--- src/uart_regs_pkg.sv ---
/*
 Constants shared by the banked register map of a single-channel UART:
 register offsets, field positions, writable masks, reset values, timing.
 Assumes an 8-bit register space of sixteen offsets reached by the host port.
*/
`default_nettype none
package uart_regs_pkg;

    // General set offsets
    localparam logic [3:0] OFS_HOLD  = 4'h0;
    localparam logic [3:0] OFS_IER   = 4'h1;
    localparam logic [3:0] OFS_FCR   = 4'h2;
    localparam logic [3:0] OFS_LCR   = 4'h3;
    localparam logic [3:0] OFS_MCR   = 4'h4;
    localparam logic [3:0] OFS_LSR   = 4'h5;
    localparam logic [3:0] OFS_MSR   = 4'h6;
    localparam logic [3:0] OFS_SPR   = 4'h7;
    localparam logic [3:0] OFS_TX_FIFO_FILL = 4'h8;
    localparam logic [3:0] OFS_RX_FIFO_FILL = 4'h9;
    localparam logic [3:0] OFS_RSVD  = 4'hd;
    localparam logic [3:0] OFS_SRST  = 4'he;
    localparam logic [3:0] OFS_EXTRA_FEATURES  = 4'hf;
    // Divisor and enhanced sets, then the flow-control window offsets
    localparam logic [3:0] OFS_DLL   = 4'h0;
    localparam logic [3:0] OFS_DLH   = 4'h1;
    localparam logic [3:0] OFS_EFR   = 4'h2;
    localparam logic [3:0] OFS_RESUME_CHAR_ONE  = 4'h4;
    localparam logic [3:0] OFS_RESUME_CHAR_TWO  = 4'h5;
    localparam logic [3:0] OFS_PAUSE_CHAR_ONE = 4'h6;
    localparam logic [3:0] OFS_PAUSE_CHAR_TWO = 4'h7;
    localparam logic [3:0] OFS_TCR   = 4'h6;
    localparam logic [3:0] OFS_TLR   = 4'h7;

    // Field positions
    localparam int LCR_DIV_BIT   = 7;
    localparam int EFR_ENH_BIT   = 4;
    localparam int MCR_WIN_BIT   = 2;
    localparam int FCR_TXRST_BIT = 2;
    localparam int FCR_RXRST_BIT = 1;
    localparam int FCR_EN_BIT    = 0;
    localparam int SRST_BIT      = 3;

    // Line control value that opens the enhanced set
    localparam logic [7:0] LCR_ENH_KEY = 8'hbf;

    // Bits writable without the enhanced unlock, and fifo control bits writable with it
    localparam logic [7:0] IER_BASE_MASK = 8'h0f;
    localparam logic [7:0] MCR_BASE_MASK = 8'h1b;
    localparam logic [7:0] FCR_BASE_MASK = 8'hc1;
    localparam logic [7:0] FCR_ENH_MASK  = 8'hf1;
    localparam logic [7:0] ALL_MASK      = 8'hff;

    // Values after reset
    localparam logic [7:0] REG_RST = 8'h00;
    localparam logic [7:0] LCR_RST = 8'h00;

    // Fifo reset is held for two sys_clk cycles
    localparam logic [1:0] FIFO_RST_CYCLES = 2'h2;

    typedef enum logic [2:0] {
        BANK_GEN = 3'b001,
        BANK_DIV = 3'b010,
        BANK_ENH = 3'b100
    } bank_t;

endpackage
`default_nettype wire

--- src/cfg_reg.sv ---
/*
 One 8-bit configuration register with a per-bit write mask.
 Assumes the write strobe is a one-cycle pulse on sys_clk.
*/
`timescale 1ns/10ps
`default_nettype none
module cfg_reg #(
    parameter int         WIDTH = 8,
    parameter logic [7:0] RESET = 8'h00
) (
    input  wire logic             sys_clk,
    input  wire logic             rst,
    input  wire logic             wrEn,
    input  wire logic [WIDTH-1:0] wrMask,
    input  wire logic [WIDTH-1:0] wrData,
    output logic      [WIDTH-1:0] q_ff
);
    // Masked bits keep their old value so locked fields survive a write
    always_ff @(posedge sys_clk) begin
        if (rst) begin
            q_ff <= RESET[WIDTH-1:0];
        end else if (wrEn) begin
            q_ff <= (wrData & wrMask) | (q_ff & ~wrMask);
        end
    end
endmodule
`default_nettype wire

--- src/uart_regmap.sv ---
/*
 Banked register map of a single-channel UART: general, divisor and
 enhanced sets, the flow-control window and the enhanced-only bit locks.
 Assumes a host-port front end on sys_clk that issues one-cycle read and
 write strobes with a 4-bit offset, and a datapath that supplies status.
*/
// Functional notes
// - general set offsets other than line control are decoded only while line control bit 7 is clear.
// - bit 7 set and not 0xBF maps offsets 0 and 1 to divisor bytes.
// - line control 0xBF maps enhanced features, resume and pause characters.
// - offsets 6 and 7 reach window registers only with both enables set.
// - enhanced-only bits of three registers ignore writes until unlocked.
// - fifo control holds triggers and enable; its two reset bits only pulse.
// - enhanced features holds auto flow bits, detect, unlock, flow mode.
// - both divisor bytes zero stops the baud clock.
`timescale 1ns/10ps
`default_nettype none
module uart_regmap
    import uart_regs_pkg::*;
(
    input  wire logic       sys_clk,
    input  wire logic       rst,
    input  wire logic [3:0] regAddr,
    input  wire logic       regWrite,
    input  wire logic       regRead,
    input  wire logic [7:0] regWrData,
    output logic      [7:0] regRdData_ff,
    output logic            regRdValid_ff,
    input  wire logic [7:0] rxHolding,
    input  wire logic [5:0] irqIdent,
    input  wire logic [7:0] lineStatus,
    input  wire logic [7:0] modemStatus,
    input  wire logic [7:0] txFifoFill,
    input  wire logic [7:0] rxFifoFill,
    output logic            rxPop_ff,
    output logic            txPush_ff,
    output logic      [7:0] txData_ff,
    output logic            irqIdentRead_ff,
    output logic            txFifoReset_ff,
    output logic            rxFifoReset_ff,
    output logic            softReset_ff,
    output logic            baudEnable_ff,
    output logic      [7:0] irqEnable_ff,
    output logic      [7:0] fifoControl_ff,
    output logic      [7:0] lineControl_ff,
    output logic      [7:0] modemControl_ff,
    output logic      [7:0] scratchpad_ff,
    output logic      [7:0] transmissionControl_ff,
    output logic      [7:0] triggerLevel_ff,
    output logic      [7:0] baudDivisorLow_ff,
    output logic      [7:0] baudDivisorHigh_ff,
    output logic      [7:0] enhancedFeatures_ff,
    output logic      [7:0] resumeCharOne_ff,
    output logic      [7:0] resumeCharTwo_ff,
    output logic      [7:0] pauseCharOne_ff,
    output logic      [7:0] pauseCharTwo_ff,
    output logic      [7:0] extraFeatures_ff
);
    bank_t      bank;
    logic       enhUnlocked;
    logic       windowOpen;
    logic       wIer, wFcr, wLcr, wMcr, wSpr, wTcr, wTlr, wDll, wDlh;
    logic       wEfr, wXon1, wXon2, wXoff1, wXoff2, wEfcr, wTxHold, wSrst;
    logic       rRxHold, rIrqId;
    logic [7:0] nxt_rdData;
    logic [7:0] ierMask, mcrMask, fcrMask;
    logic [1:0] txRstCnt_ff, rxRstCnt_ff;

    assign enhUnlocked = enhancedFeatures_ff[EFR_ENH_BIT];
    assign windowOpen  = modemControl_ff[MCR_WIN_BIT] & enhUnlocked;

    always_comb begin
        if (lineControl_ff == LCR_ENH_KEY) begin
            bank = BANK_ENH;
        end else if (lineControl_ff[LCR_DIV_BIT]) begin
            bank = BANK_DIV;
        end else begin
            bank = BANK_GEN;
        end
    end

    // Locked bits are simply left out of the mask
    always_comb begin
        ierMask = enhUnlocked ? ALL_MASK : IER_BASE_MASK;
        mcrMask = enhUnlocked ? ALL_MASK : MCR_BASE_MASK;
        fcrMask = enhUnlocked ? FCR_ENH_MASK : FCR_BASE_MASK;
    end

    // Write decode; read-only offsets have no enable at all
    always_comb begin
        wIer    = 1'b0;
        wFcr    = 1'b0;
        wMcr    = 1'b0;
        wSpr    = 1'b0;
        wTcr    = 1'b0;
        wTlr    = 1'b0;
        wDll    = 1'b0;
        wDlh    = 1'b0;
        wEfr    = 1'b0;
        wXon1   = 1'b0;
        wXon2   = 1'b0;
        wXoff1  = 1'b0;
        wXoff2  = 1'b0;
        wEfcr   = 1'b0;
        wTxHold = 1'b0;
        wSrst   = 1'b0;
        // Line control stays reachable in every bank, else no way back out
        wLcr    = regWrite && (regAddr == OFS_LCR);
        if (regWrite) begin
            case (bank)
                BANK_GEN: begin
                    wTxHold = (regAddr == OFS_HOLD);
                    wIer    = (regAddr == OFS_IER);
                    wFcr    = (regAddr == OFS_FCR);
                    wMcr    = (regAddr == OFS_MCR);
                    wTcr    = (regAddr == OFS_TCR) && windowOpen;
                    wTlr    = (regAddr == OFS_TLR) && windowOpen;
                    wSpr    = (regAddr == OFS_SPR) && !windowOpen;
                    wSrst   = (regAddr == OFS_SRST);
                    wEfcr   = (regAddr == OFS_EXTRA_FEATURES);
                end
                BANK_DIV: begin
                    wDll = (regAddr == OFS_DLL);
                    wDlh = (regAddr == OFS_DLH);
                end
                BANK_ENH: begin
                    wEfr   = (regAddr == OFS_EFR);
                    wXon1  = (regAddr == OFS_RESUME_CHAR_ONE);
                    wXon2  = (regAddr == OFS_RESUME_CHAR_TWO);
                    wXoff1 = (regAddr == OFS_PAUSE_CHAR_ONE);
                    wXoff2 = (regAddr == OFS_PAUSE_CHAR_TWO);
                end
                default: begin
                    wTxHold = 1'b0;
                end
            endcase
        end
    end

    // Read decode; unmapped offsets read as zero
    always_comb begin
        nxt_rdData = 8'h00;
        rRxHold    = 1'b0;
        rIrqId     = 1'b0;
        case (bank)
            BANK_GEN: begin
                case (regAddr)
                    OFS_HOLD: begin
                        nxt_rdData = rxHolding;
                        rRxHold    = regRead;
                    end
                    OFS_IER: nxt_rdData = irqEnable_ff;
                    OFS_FCR: begin
                        nxt_rdData = {{2{fifoControl_ff[FCR_EN_BIT]}}, irqIdent};
                        rIrqId     = regRead;
                    end
                    OFS_LCR:   nxt_rdData = lineControl_ff;
                    OFS_MCR:   nxt_rdData = modemControl_ff;
                    OFS_LSR:   nxt_rdData = lineStatus;
                    OFS_MSR:   nxt_rdData = windowOpen ? transmissionControl_ff : modemStatus;
                    OFS_SPR:   nxt_rdData = windowOpen ? triggerLevel_ff : scratchpad_ff;
                    OFS_TX_FIFO_FILL: nxt_rdData = txFifoFill;
                    OFS_RX_FIFO_FILL: nxt_rdData = rxFifoFill;
                    OFS_EXTRA_FEATURES:  nxt_rdData = extraFeatures_ff;
                    default:   nxt_rdData = 8'h00;
                endcase
            end
            BANK_DIV: begin
                case (regAddr)
                    OFS_DLL: nxt_rdData = baudDivisorLow_ff;
                    OFS_DLH: nxt_rdData = baudDivisorHigh_ff;
                    OFS_LCR: nxt_rdData = lineControl_ff;
                    default: nxt_rdData = 8'h00;
                endcase
            end
            BANK_ENH: begin
                case (regAddr)
                    OFS_EFR:   nxt_rdData = enhancedFeatures_ff;
                    OFS_LCR:   nxt_rdData = lineControl_ff;
                    OFS_RESUME_CHAR_ONE:  nxt_rdData = resumeCharOne_ff;
                    OFS_RESUME_CHAR_TWO:  nxt_rdData = resumeCharTwo_ff;
                    OFS_PAUSE_CHAR_ONE: nxt_rdData = pauseCharOne_ff;
                    OFS_PAUSE_CHAR_TWO: nxt_rdData = pauseCharTwo_ff;
                    default:   nxt_rdData = 8'h00;
                endcase
            end
            default: nxt_rdData = 8'h00;
        endcase
    end

    cfg_reg #(.WIDTH(8), .RESET(REG_RST)) ierReg (.sys_clk(sys_clk), .rst(rst), .wrEn(wIer),
        .wrMask(ierMask), .wrData(regWrData), .q_ff(irqEnable_ff));
    // Reset bits are pulses, never stored
    cfg_reg #(.WIDTH(8), .RESET(REG_RST)) fcrReg (.sys_clk(sys_clk), .rst(rst), .wrEn(wFcr),
        .wrMask(fcrMask), .wrData(regWrData), .q_ff(fifoControl_ff));
    cfg_reg #(.WIDTH(8), .RESET(LCR_RST)) lcrReg (.sys_clk(sys_clk), .rst(rst), .wrEn(wLcr),
        .wrMask(ALL_MASK), .wrData(regWrData), .q_ff(lineControl_ff));
    cfg_reg #(.WIDTH(8), .RESET(REG_RST)) mcrReg (.sys_clk(sys_clk), .rst(rst), .wrEn(wMcr),
        .wrMask(mcrMask), .wrData(regWrData), .q_ff(modemControl_ff));
    cfg_reg #(.WIDTH(8), .RESET(REG_RST)) sprReg (.sys_clk(sys_clk), .rst(rst), .wrEn(wSpr),
        .wrMask(ALL_MASK), .wrData(regWrData), .q_ff(scratchpad_ff));
    cfg_reg #(.WIDTH(8), .RESET(REG_RST)) tcrReg (.sys_clk(sys_clk), .rst(rst), .wrEn(wTcr),
        .wrMask(ALL_MASK), .wrData(regWrData), .q_ff(transmissionControl_ff));
    cfg_reg #(.WIDTH(8), .RESET(REG_RST)) tlrReg (.sys_clk(sys_clk), .rst(rst), .wrEn(wTlr),
        .wrMask(ALL_MASK), .wrData(regWrData), .q_ff(triggerLevel_ff));
    cfg_reg #(.WIDTH(8), .RESET(REG_RST)) dllReg (.sys_clk(sys_clk), .rst(rst), .wrEn(wDll),
        .wrMask(ALL_MASK), .wrData(regWrData), .q_ff(baudDivisorLow_ff));
    cfg_reg #(.WIDTH(8), .RESET(REG_RST)) dlhReg (.sys_clk(sys_clk), .rst(rst), .wrEn(wDlh),
        .wrMask(ALL_MASK), .wrData(regWrData), .q_ff(baudDivisorHigh_ff));
    cfg_reg #(.WIDTH(8), .RESET(REG_RST)) efrReg (.sys_clk(sys_clk), .rst(rst), .wrEn(wEfr),
        .wrMask(ALL_MASK), .wrData(regWrData), .q_ff(enhancedFeatures_ff));
    cfg_reg #(.WIDTH(8), .RESET(REG_RST)) xon1Reg (.sys_clk(sys_clk), .rst(rst), .wrEn(wXon1),
        .wrMask(ALL_MASK), .wrData(regWrData), .q_ff(resumeCharOne_ff));
    cfg_reg #(.WIDTH(8), .RESET(REG_RST)) xon2Reg (.sys_clk(sys_clk), .rst(rst), .wrEn(wXon2),
        .wrMask(ALL_MASK), .wrData(regWrData), .q_ff(resumeCharTwo_ff));
    cfg_reg #(.WIDTH(8), .RESET(REG_RST)) xoff1Reg (.sys_clk(sys_clk), .rst(rst), .wrEn(wXoff1),
        .wrMask(ALL_MASK), .wrData(regWrData), .q_ff(pauseCharOne_ff));
    cfg_reg #(.WIDTH(8), .RESET(REG_RST)) xoff2Reg (.sys_clk(sys_clk), .rst(rst), .wrEn(wXoff2),
        .wrMask(ALL_MASK), .wrData(regWrData), .q_ff(pauseCharTwo_ff));
    cfg_reg #(.WIDTH(8), .RESET(REG_RST)) efcrReg (.sys_clk(sys_clk), .rst(rst), .wrEn(wEfcr),
        .wrMask(ALL_MASK), .wrData(regWrData), .q_ff(extraFeatures_ff));

    always_ff @(posedge sys_clk) begin
        if (rst) begin
            regRdData_ff    <= 8'h00;
            regRdValid_ff   <= 1'b0;
            rxPop_ff        <= 1'b0;
            irqIdentRead_ff <= 1'b0;
        end else begin
            regRdValid_ff   <= regRead;
            rxPop_ff        <= rRxHold;
            irqIdentRead_ff <= rIrqId;
            if (regRead) begin
                regRdData_ff <= nxt_rdData;
            end
        end
    end

    always_ff @(posedge sys_clk) begin
        if (rst) begin
            txPush_ff <= 1'b0;
            txData_ff <= 8'h00;
        end else begin
            txPush_ff <= wTxHold;
            if (wTxHold) begin
                txData_ff <= regWrData;
            end
        end
    end

    // Fifo resets are held two cycles so the datapath clears reliably
    always_ff @(posedge sys_clk) begin
        if (rst) begin
            txRstCnt_ff    <= 2'h0;
            rxRstCnt_ff    <= 2'h0;
            txFifoReset_ff <= 1'b0;
            rxFifoReset_ff <= 1'b0;
        end else begin
            if (wFcr && regWrData[FCR_TXRST_BIT]) begin
                txRstCnt_ff    <= FIFO_RST_CYCLES;
                txFifoReset_ff <= 1'b1;
            end else begin
                txRstCnt_ff    <= (txRstCnt_ff != 2'h0) ? txRstCnt_ff - 2'h1 : 2'h0;
                txFifoReset_ff <= (txRstCnt_ff > 2'h1);
            end
            if (wFcr && regWrData[FCR_RXRST_BIT]) begin
                rxRstCnt_ff    <= FIFO_RST_CYCLES;
                rxFifoReset_ff <= 1'b1;
            end else begin
                rxRstCnt_ff    <= (rxRstCnt_ff != 2'h0) ? rxRstCnt_ff - 2'h1 : 2'h0;
                rxFifoReset_ff <= (rxRstCnt_ff > 2'h1);
            end
        end
    end

    always_ff @(posedge sys_clk) begin
        if (rst) begin
            softReset_ff  <= 1'b0;
            baudEnable_ff <= 1'b0;
        end else begin
            softReset_ff  <= wSrst && regWrData[SRST_BIT];
            baudEnable_ff <= ({baudDivisorHigh_ff, baudDivisorLow_ff} != 16'h0000);
        end
    end
endmodule
`default_nettype wire

--- config.mk ---
export PLATFORM = sky130hd
export DESIGN_NAME = uart_regmap
export DESIGN_NICKNAME = d
export VERILOG_FILES = /design/src/uart_regs_pkg.sv /design/src/cfg_reg.sv /design/src/uart_regmap.sv
export SDC_FILE = /design/constraint.sdc
export NUM_CORES = 1
export LEC_CHECK = 0
export BUFFER_PORTS_ARGS = -buffer_cell sky130_fd_sc_hd__buf_2
export CORE_ASPECT_RATIO = 1.2
export CORE_MARGIN = 4
export CORE_UTILIZATION = 58
export CTS_BUF_LIST = sky130_fd_sc_hd__clkbuf_8
export DETAILED_ROUTE_END_ITERATION = 10
export PLACE_DENSITY_LB_ADDON = 0.05
export SLEW_MARGIN = 5
export SYNTH_ARGS = -nofsm -noshare
export SYNTH_HDL_FRONTEND = slang
export SYNTH_SLANG_ARGS = --single-unit
--- constraint.sdc ---
create_clock -name sys_clk -period 4 [get_ports sys_clk]
set_clock_uncertainty 0.05 [all_clocks]
set_input_delay 0.2 -clock sys_clk [delete_from_list [all_inputs] [get_ports sys_clk]]
set_output_delay 0.2 -clock sys_clk [all_outputs]
set_load 0.005 [all_outputs]
=== Word level (Yosys, flattened, before mapping) ===
Index checks and enable logic that the tools add are counted.

* Register bits after elaboration: 148
* Output and inout bits: 144
* Logic and storage cells: 131

* $add $sub $neg: 2
* Order comparisons: 2
* Eq/ne operators: 15
* Mux-type cells: 49
* Bitwise gates (word level): 18
* Reductions and logical operators: 16

{| class="wikitable"
|+ Operators with widths
! kind !! count
|-
| one-hot mux 8 bit (11 select lines) || 1
|-
| AND 8 bit || 6
|-
| one-hot mux 8 bit (3 select lines) || 2
|-
| one-hot mux 8 bit (6 select lines) || 1
|-
| 2-to-1 mux 1 bit || 34
|-
| 2-to-1 mux 8 bit || 4
|-
| NOT 8 bit || 3
|-
| OR 8 bit || 3
|-
| == test 4 x 3 -> 1 bit, second input constant || 4
|-
| == test 4 bit, second input constant || 4
|-
| nonzero test 16 bit || 1
|-
| OR reduction 3 bit || 4
|-
| 2-to-1 mux 2 bit || 5
|-
| == test 4 x 2 -> 1 bit, second input constant || 2
|-
| == test 8 bit, second input constant || 1
|-
| logical AND 1 bit || 7
|-
| 2-to-1 mux 6 bit || 1
|-
| NOT 1 bit || 5
|-
| == test 4 x 1 -> 1 bit, second input constant || 1
|-
| > comparator 2 x 1 -> 1 bit, second input constant || 2
|-
| zero test 4 bit || 1
|-
| nonzero test 2 bit || 2
|-
| subtractor 2 x 1 -> 2 bit, second input constant || 2
|-
| == test 3 x 1 -> 1 bit, second input constant || 1
|-
| 5 further kinds || 5
|}

=== Depth between registers and ports, before layout ===
* Word-level depth: 7
* Mapped depth: 8
* Depth with buffers taken out: 5

=== Modules after synthesis ===
A second synthesis with hierarchy kept.

* Cells, all modules: 898
* Area, all modules: 8199.1 µm²

{| class="wikitable"
|+ By module, submodules not included
! module !! times used !! cells each !! area an instance (µm²) !! seq. area each (µm²)
|-
| cfg_reg || 15 || 35 || 346.6 || 160.2
|-
| uart_regmap || 1 || 373 || 3000.4 || 560.5
|}

=== Worst setup path after synthesis ===
No wires, ideal clock.

* Path kind: register -> register
* Start: register efrReg.q_ff[4]
* End: register tlrReg.q_ff[7]
* Setup time: 0.128 ns
* Data arrival time: 1.561 ns
* Required time: 3.822 ns
* Slack: 2.261 ns
* Stages on the path, launching flop included: 7
* Path buffers: 2
* Cell sequence: dfxtp_1 -> buf_2 -> nand2_2 -> buf_4 -> nor3_4 -> mux2i_1 -> nor2_1

* Word-level cells in the longest chain between the ends: 4

{| class="wikitable"
|+ RTL lines
! element !! line !! text
|-
| from (decl) || cfg_reg.sv:16 || <nowiki>output logic [WIDTH-1:0] q_ff</nowiki>
|-
| from (signal assigned) || cfg_reg.sv:21 || <nowiki>q_ff <= RESET[WIDTH-1:0];</nowiki>
|-
| from (signal assigned) || cfg_reg.sv:23 || <nowiki>q_ff <= (wrData & wrMask) | (q_ff & ~wrMask);</nowiki>
|-
| AND 1 bit || uart_regmap.sv:70 || <nowiki>assign windowOpen = modemControl_ff[MCR_WIN_BIT] & enhUnlocked;</nowiki>
|-
| logical AND 1 bit || uart_regmap.sv:117 || <nowiki>wTlr = (regAddr == OFS_TLR) && windowOpen;</nowiki>
|-
| 2-to-1 mux 1 bit || uart_regmap.sv:110 || <nowiki>case (bank)</nowiki>
|-
| 2-to-1 mux 1 bit || uart_regmap.sv:109 || <nowiki>if (regWrite) begin</nowiki>
|-
| to (signal assigned) || cfg_reg.sv:21 ||
|-
| to (signal assigned) || cfg_reg.sv:23 ||
|-
| to (decl) || cfg_reg.sv:16 ||
|}

No other way between the ends.
A chain may end at the register's enable or synchronous reset.

=== Worst setup path in the final report ===
* Start: register lcrReg.q_ff[7]
* End: register sprReg.q_ff[6]

* Word-level cells in the longest chain between the ends: 5

{| class="wikitable"
|+ RTL lines
! element !! line !! text
|-
| from (decl) || cfg_reg.sv:16 ||
|-
| from (signal assigned) || cfg_reg.sv:21 ||
|-
| from (signal assigned) || cfg_reg.sv:23 ||
|-
| == test 8 bit or 2-to-1 mux 2 bit (tied branches) || uart_regmap.sv:73, uart_regmap.sv:75 ||
|-
| 2-to-1 mux 3 bit (*) || uart_regmap.sv:73 || <nowiki>if (lineControl_ff == LCR_ENH_KEY) begin</nowiki>
|-
| == test 3 x 1 -> 1 bit (*) || uart_regmap.sv:110 ||
|-
| 2-to-1 mux 1 bit (*) || uart_regmap.sv:110 ||
|-
| 2-to-1 mux 1 bit (*) || uart_regmap.sv:109 ||
|-
| to (signal assigned) || cfg_reg.sv:21 ||
|-
| to (signal assigned) || cfg_reg.sv:23 ||
|-
| to (decl) || cfg_reg.sv:16 ||
|}

Every way passes the cells marked *; elsewhere a longest branch is shown, timed or not.

==> reports/results.ini <==
[setup_path]
slowest_delay_ns=0.89
startpoint_type=flip-flop
crit_family=simple AND/OR/NAND/NOR gates
endpoint=sprReg.q_ff[6]$_SDFFE_PP0P_
reg2reg_to=sprReg.q_ff[6]$_SDFFE_PP0P_
rr_worst_depth=4
path_cells=nor2b_1 > nand3_1 > mux2i_1 > nor2_1
crit_fanout=13
cp_slowest_cell=nor2b_1
end_kind=flip-flop
cp.required_ns=4.27
cp.depth=4
critPathKind=reg2reg
crit_arrival_ns=2.98
rrSetupSlack_ns=1.28
path_buf_inv=0
crit_start=lcrReg.q_ff[7]$_SDFFE_PP0P_
r2r-start=lcrReg.q_ff[7]$_SDFFE_PP0P_

[layout]
nNetsFinal=1026
drive_gt1_share_pct=27.7
n_antenna_cell=0
multi_input_area_um2=3870
num-fill-cells=963
seq_area_um2=2900
syn2layout_area_growth_pct=19.1
finalNonFillerCells=1138

[timing]
worstMarginPinSlew_ns=1.05
setup_violations=0
fmax_mhz=368
hold_viol=0
fin_tns_setup_ns=0
period_needed_ns=2.72
finalMaxSlewViolations=0
finalCritPeriodShare_pct=67.9
maxSlewHeadroom_pct=29.3
rsz0062_at_grt=no

[synth]
synth_edf_count=0
yosysWarnings=0
yosysTopAreaCell=dfxtp_1
synthTopCellsByArea=dfxtp_1 41%, mux2i_1 17%, nor2_1 5.9%, nand2_1 4.4%, a21oi_1 3.7%
synth.top_cell.area_share_pct=40.7
syn_inst=806
synth_area_um2=7130
synth_ff_type=dfxtp_1
ys_async_sr_fraction_pct=0
synth_area_per_cell_um2=8.85
synth.distinct_cells=69
synth_seq_area_share_pct=40.7
synth_seq_cells=145

[cts]
cts_tree=built
cts_htree_levels=4
cts-root-buf=clkbuf_8
clockBufferDepth=2
cts_resized=0
clkSinkCount=145
clk_latency_ns=0.45
ctsHoldBuffers=0
cts.clk_slew.worst_paths_ns=0.09
cts_buffers=17
post_cts_buffers=0

[route]
wirelength_um=25300
drt_pre_antenna_iters=7
drtIter0Drc=698
antenna_left=0
routedWlPerCell_um=22.3
drc=0
vias=6952
vias_per_cell=6.11

[power_and_ir_drop]
p_int_mw=2.19
p_leak_nw=4.04
power_density_nw_per_um2=358
power_mw=3.04
p_seq_share_pct=48.2
power.switching_mw=0.850
p_clk_share_pct=43.3
switching_share_pct=28.0
combinationalPowerShare_pct=8.5
peakVddDrop_mv=0.340

[grt]
grt_pass1_wl_um=38000
grt_use_total_pct=35.6
grt_pass1_vias=6530
antenna_found_initial=0
gr-total-overflow=0
grt_max_degree=100

[placement]
post-place-cells=1106
dpl.hpwl_um=17700
gp_congestion=0.957
io_buffers=202

[floorplanning]
initial_utilization_pct=59.1
core_region_area_um2=12100
die_h_um=129
rows=44
die-area_um2=14100
pin_count=206
die_w_um=109

[outcome]
outcome=finished clean

[flow_run]
drv_cap=0

[worst_hold_path]
hp-class=in2reg

power groups by stage:
stage,clock [mW],sequential [mW],combinational (mW)
floorplan,0,1.50,0.163
global placement,0,1.50,0.249
detailed placement,0,1.50,0.253
CTS,1.32,1.46,0.254
global route,1.39,1.47,0.275
finish,1.32,1.47,0.260
logic make-up (layout without fill, tap and decap cells):
family | count (synthesis) | count (layout) | synth area share [%]
AOI/OAI and AO/OA | 149 | 149 | 13.8
buffers and inverters | 74 | 243 | 5.32
DFF | 145 | 145 | 40.7
muxes | 127 | 127 | 17.9
other | 1 | 3 | 0.0526
and+or+nand+nor | 310 | 310 | 22.2
cells in the mapped netlist (5+ instances only):
master / count
buf_4: 12
a31oi_1: 8
buf_6: 5
buf_2: 15
and3b_1: 5
nor2_1: 113
a22oi_1: 20
nand3_1: 40
a211oi_1: 6
o21ai_0: 11
a2bb2oi_1: 8
nor4_1: 7
dfxtp_1: 145
o32ai_1: 6
nand2_1: 83
mux2_2: 5
o22ai_1: 8
a21oi_1: 53
nor2b_1: 5
clkbuf_1: 37
nor3b_1: 5
mux2i_1: 122
cell usage in the layout, fill, tap and decap left out, types with 5 or more instances in the layout:
cell / instances
nor2b_1: 5
a21oi_1: 53
o22ai_1: 8
nor2_1: 113
mux2_2: 5
nor4_1: 7
a31oi_1: 8
o21ai_0: 11
clkbuf_8: 17
nor3b_1: 5
o32ai_1: 6
buf_4: 8
buf_2: 201
a2bb2oi_1: 8
inv_8: 6
a22oi_1: 20
nand3_1: 40
and3b_1: 5
nand2_1: 83
dfxtp_1: 145
a211oi_1: 6
mux2i_1: 122
through the flow:
step | hold WS (ns) | utilization [%] | area, um2 | setup WS [ns]
floorplan | 0.297 | - | 7140 | 2.26
global placement | 0.391 | 66.7 | 8040 | 1.42
detailed placement | 0.395 | 66.7 | 8040 | 1.36
CTS | 0.0861 | 70.4 | 8490 | 1.33
global route | 0.103 | 70.4 | 8490 | 1.10
finish | 0.114 | 70.4 | 8490 | 1.28
layout make-up:
cell class / count / area share, %
clock inverter: 15 / 2.52
timing repair buffer: 209 / 12.6
multi-input combinational: 589 / 45.5
tap: 161 / 2.37
inverter: 2 / 0.0884
clock buffer: 17 / 2.76
sequential: 145 / 34.2
layer usage:
| metal | wire, um | global-route usage, % |
|---|---|---|
| met5 | 0 | 0 |
| met4 | 957 | 15.6 |
| met3 | 2430 | 7.92 |
| met2 | 11900 | 54.9 |
| met1 | 10100 | 47.9 |
registers in the layout (all words and copies together), names as in the netlist, 8 cells and up, named ones only:
name and count:
xoff1Reg.q_ff 8, dllReg.q_ff 8, xon2Reg.q_ff 8, tlrReg.q_ff 8
lcrReg.q_ff 8, dlhReg.q_ff 8, txData_ff 8, xoff2Reg.q_ff 8
sprReg.q_ff 8, regRdData_ff 8, efrReg.q_ff 8, efcrReg.q_ff 8
xon1Reg.q_ff 8, tcrReg.q_ff 8
worst reg2reg max path, stage by stage (launching register included):
cell and delay [ns]:
dfxtp_1 0.51, nor2b_1 0.90, nand3_1 0.71, mux2i_1 0.37, nor2_1 0.06
how the worst min path moves through the flow:
stage,start,endpoint,slack (ns),depth (start not counted)
2_1_floorplan,regWrData[6],xoff2Reg.q_ff[6]$_SDFFE_PP0P_,0.30,2
3_3_place_gp,flip-flop,flip-flop,0.39,2
3_5_place_dp,txData_ff[5]$_SDFFE_PP0P_,txData_ff[5]$_SDFFE_PP0P_,0.39,2
4_1_cts,regWrite,lcrReg.q_ff[5]$_SDFFE_PP0P_,0.09,3
5_1_grt,regWrite,lcrReg.q_ff[5]$_SDFFE_PP0P_,0.10,3
6_report,regWrite,lcrReg.q_ff[5]$_SDFFE_PP0P_,0.11,3
Power figures use the tool's default switching activity.
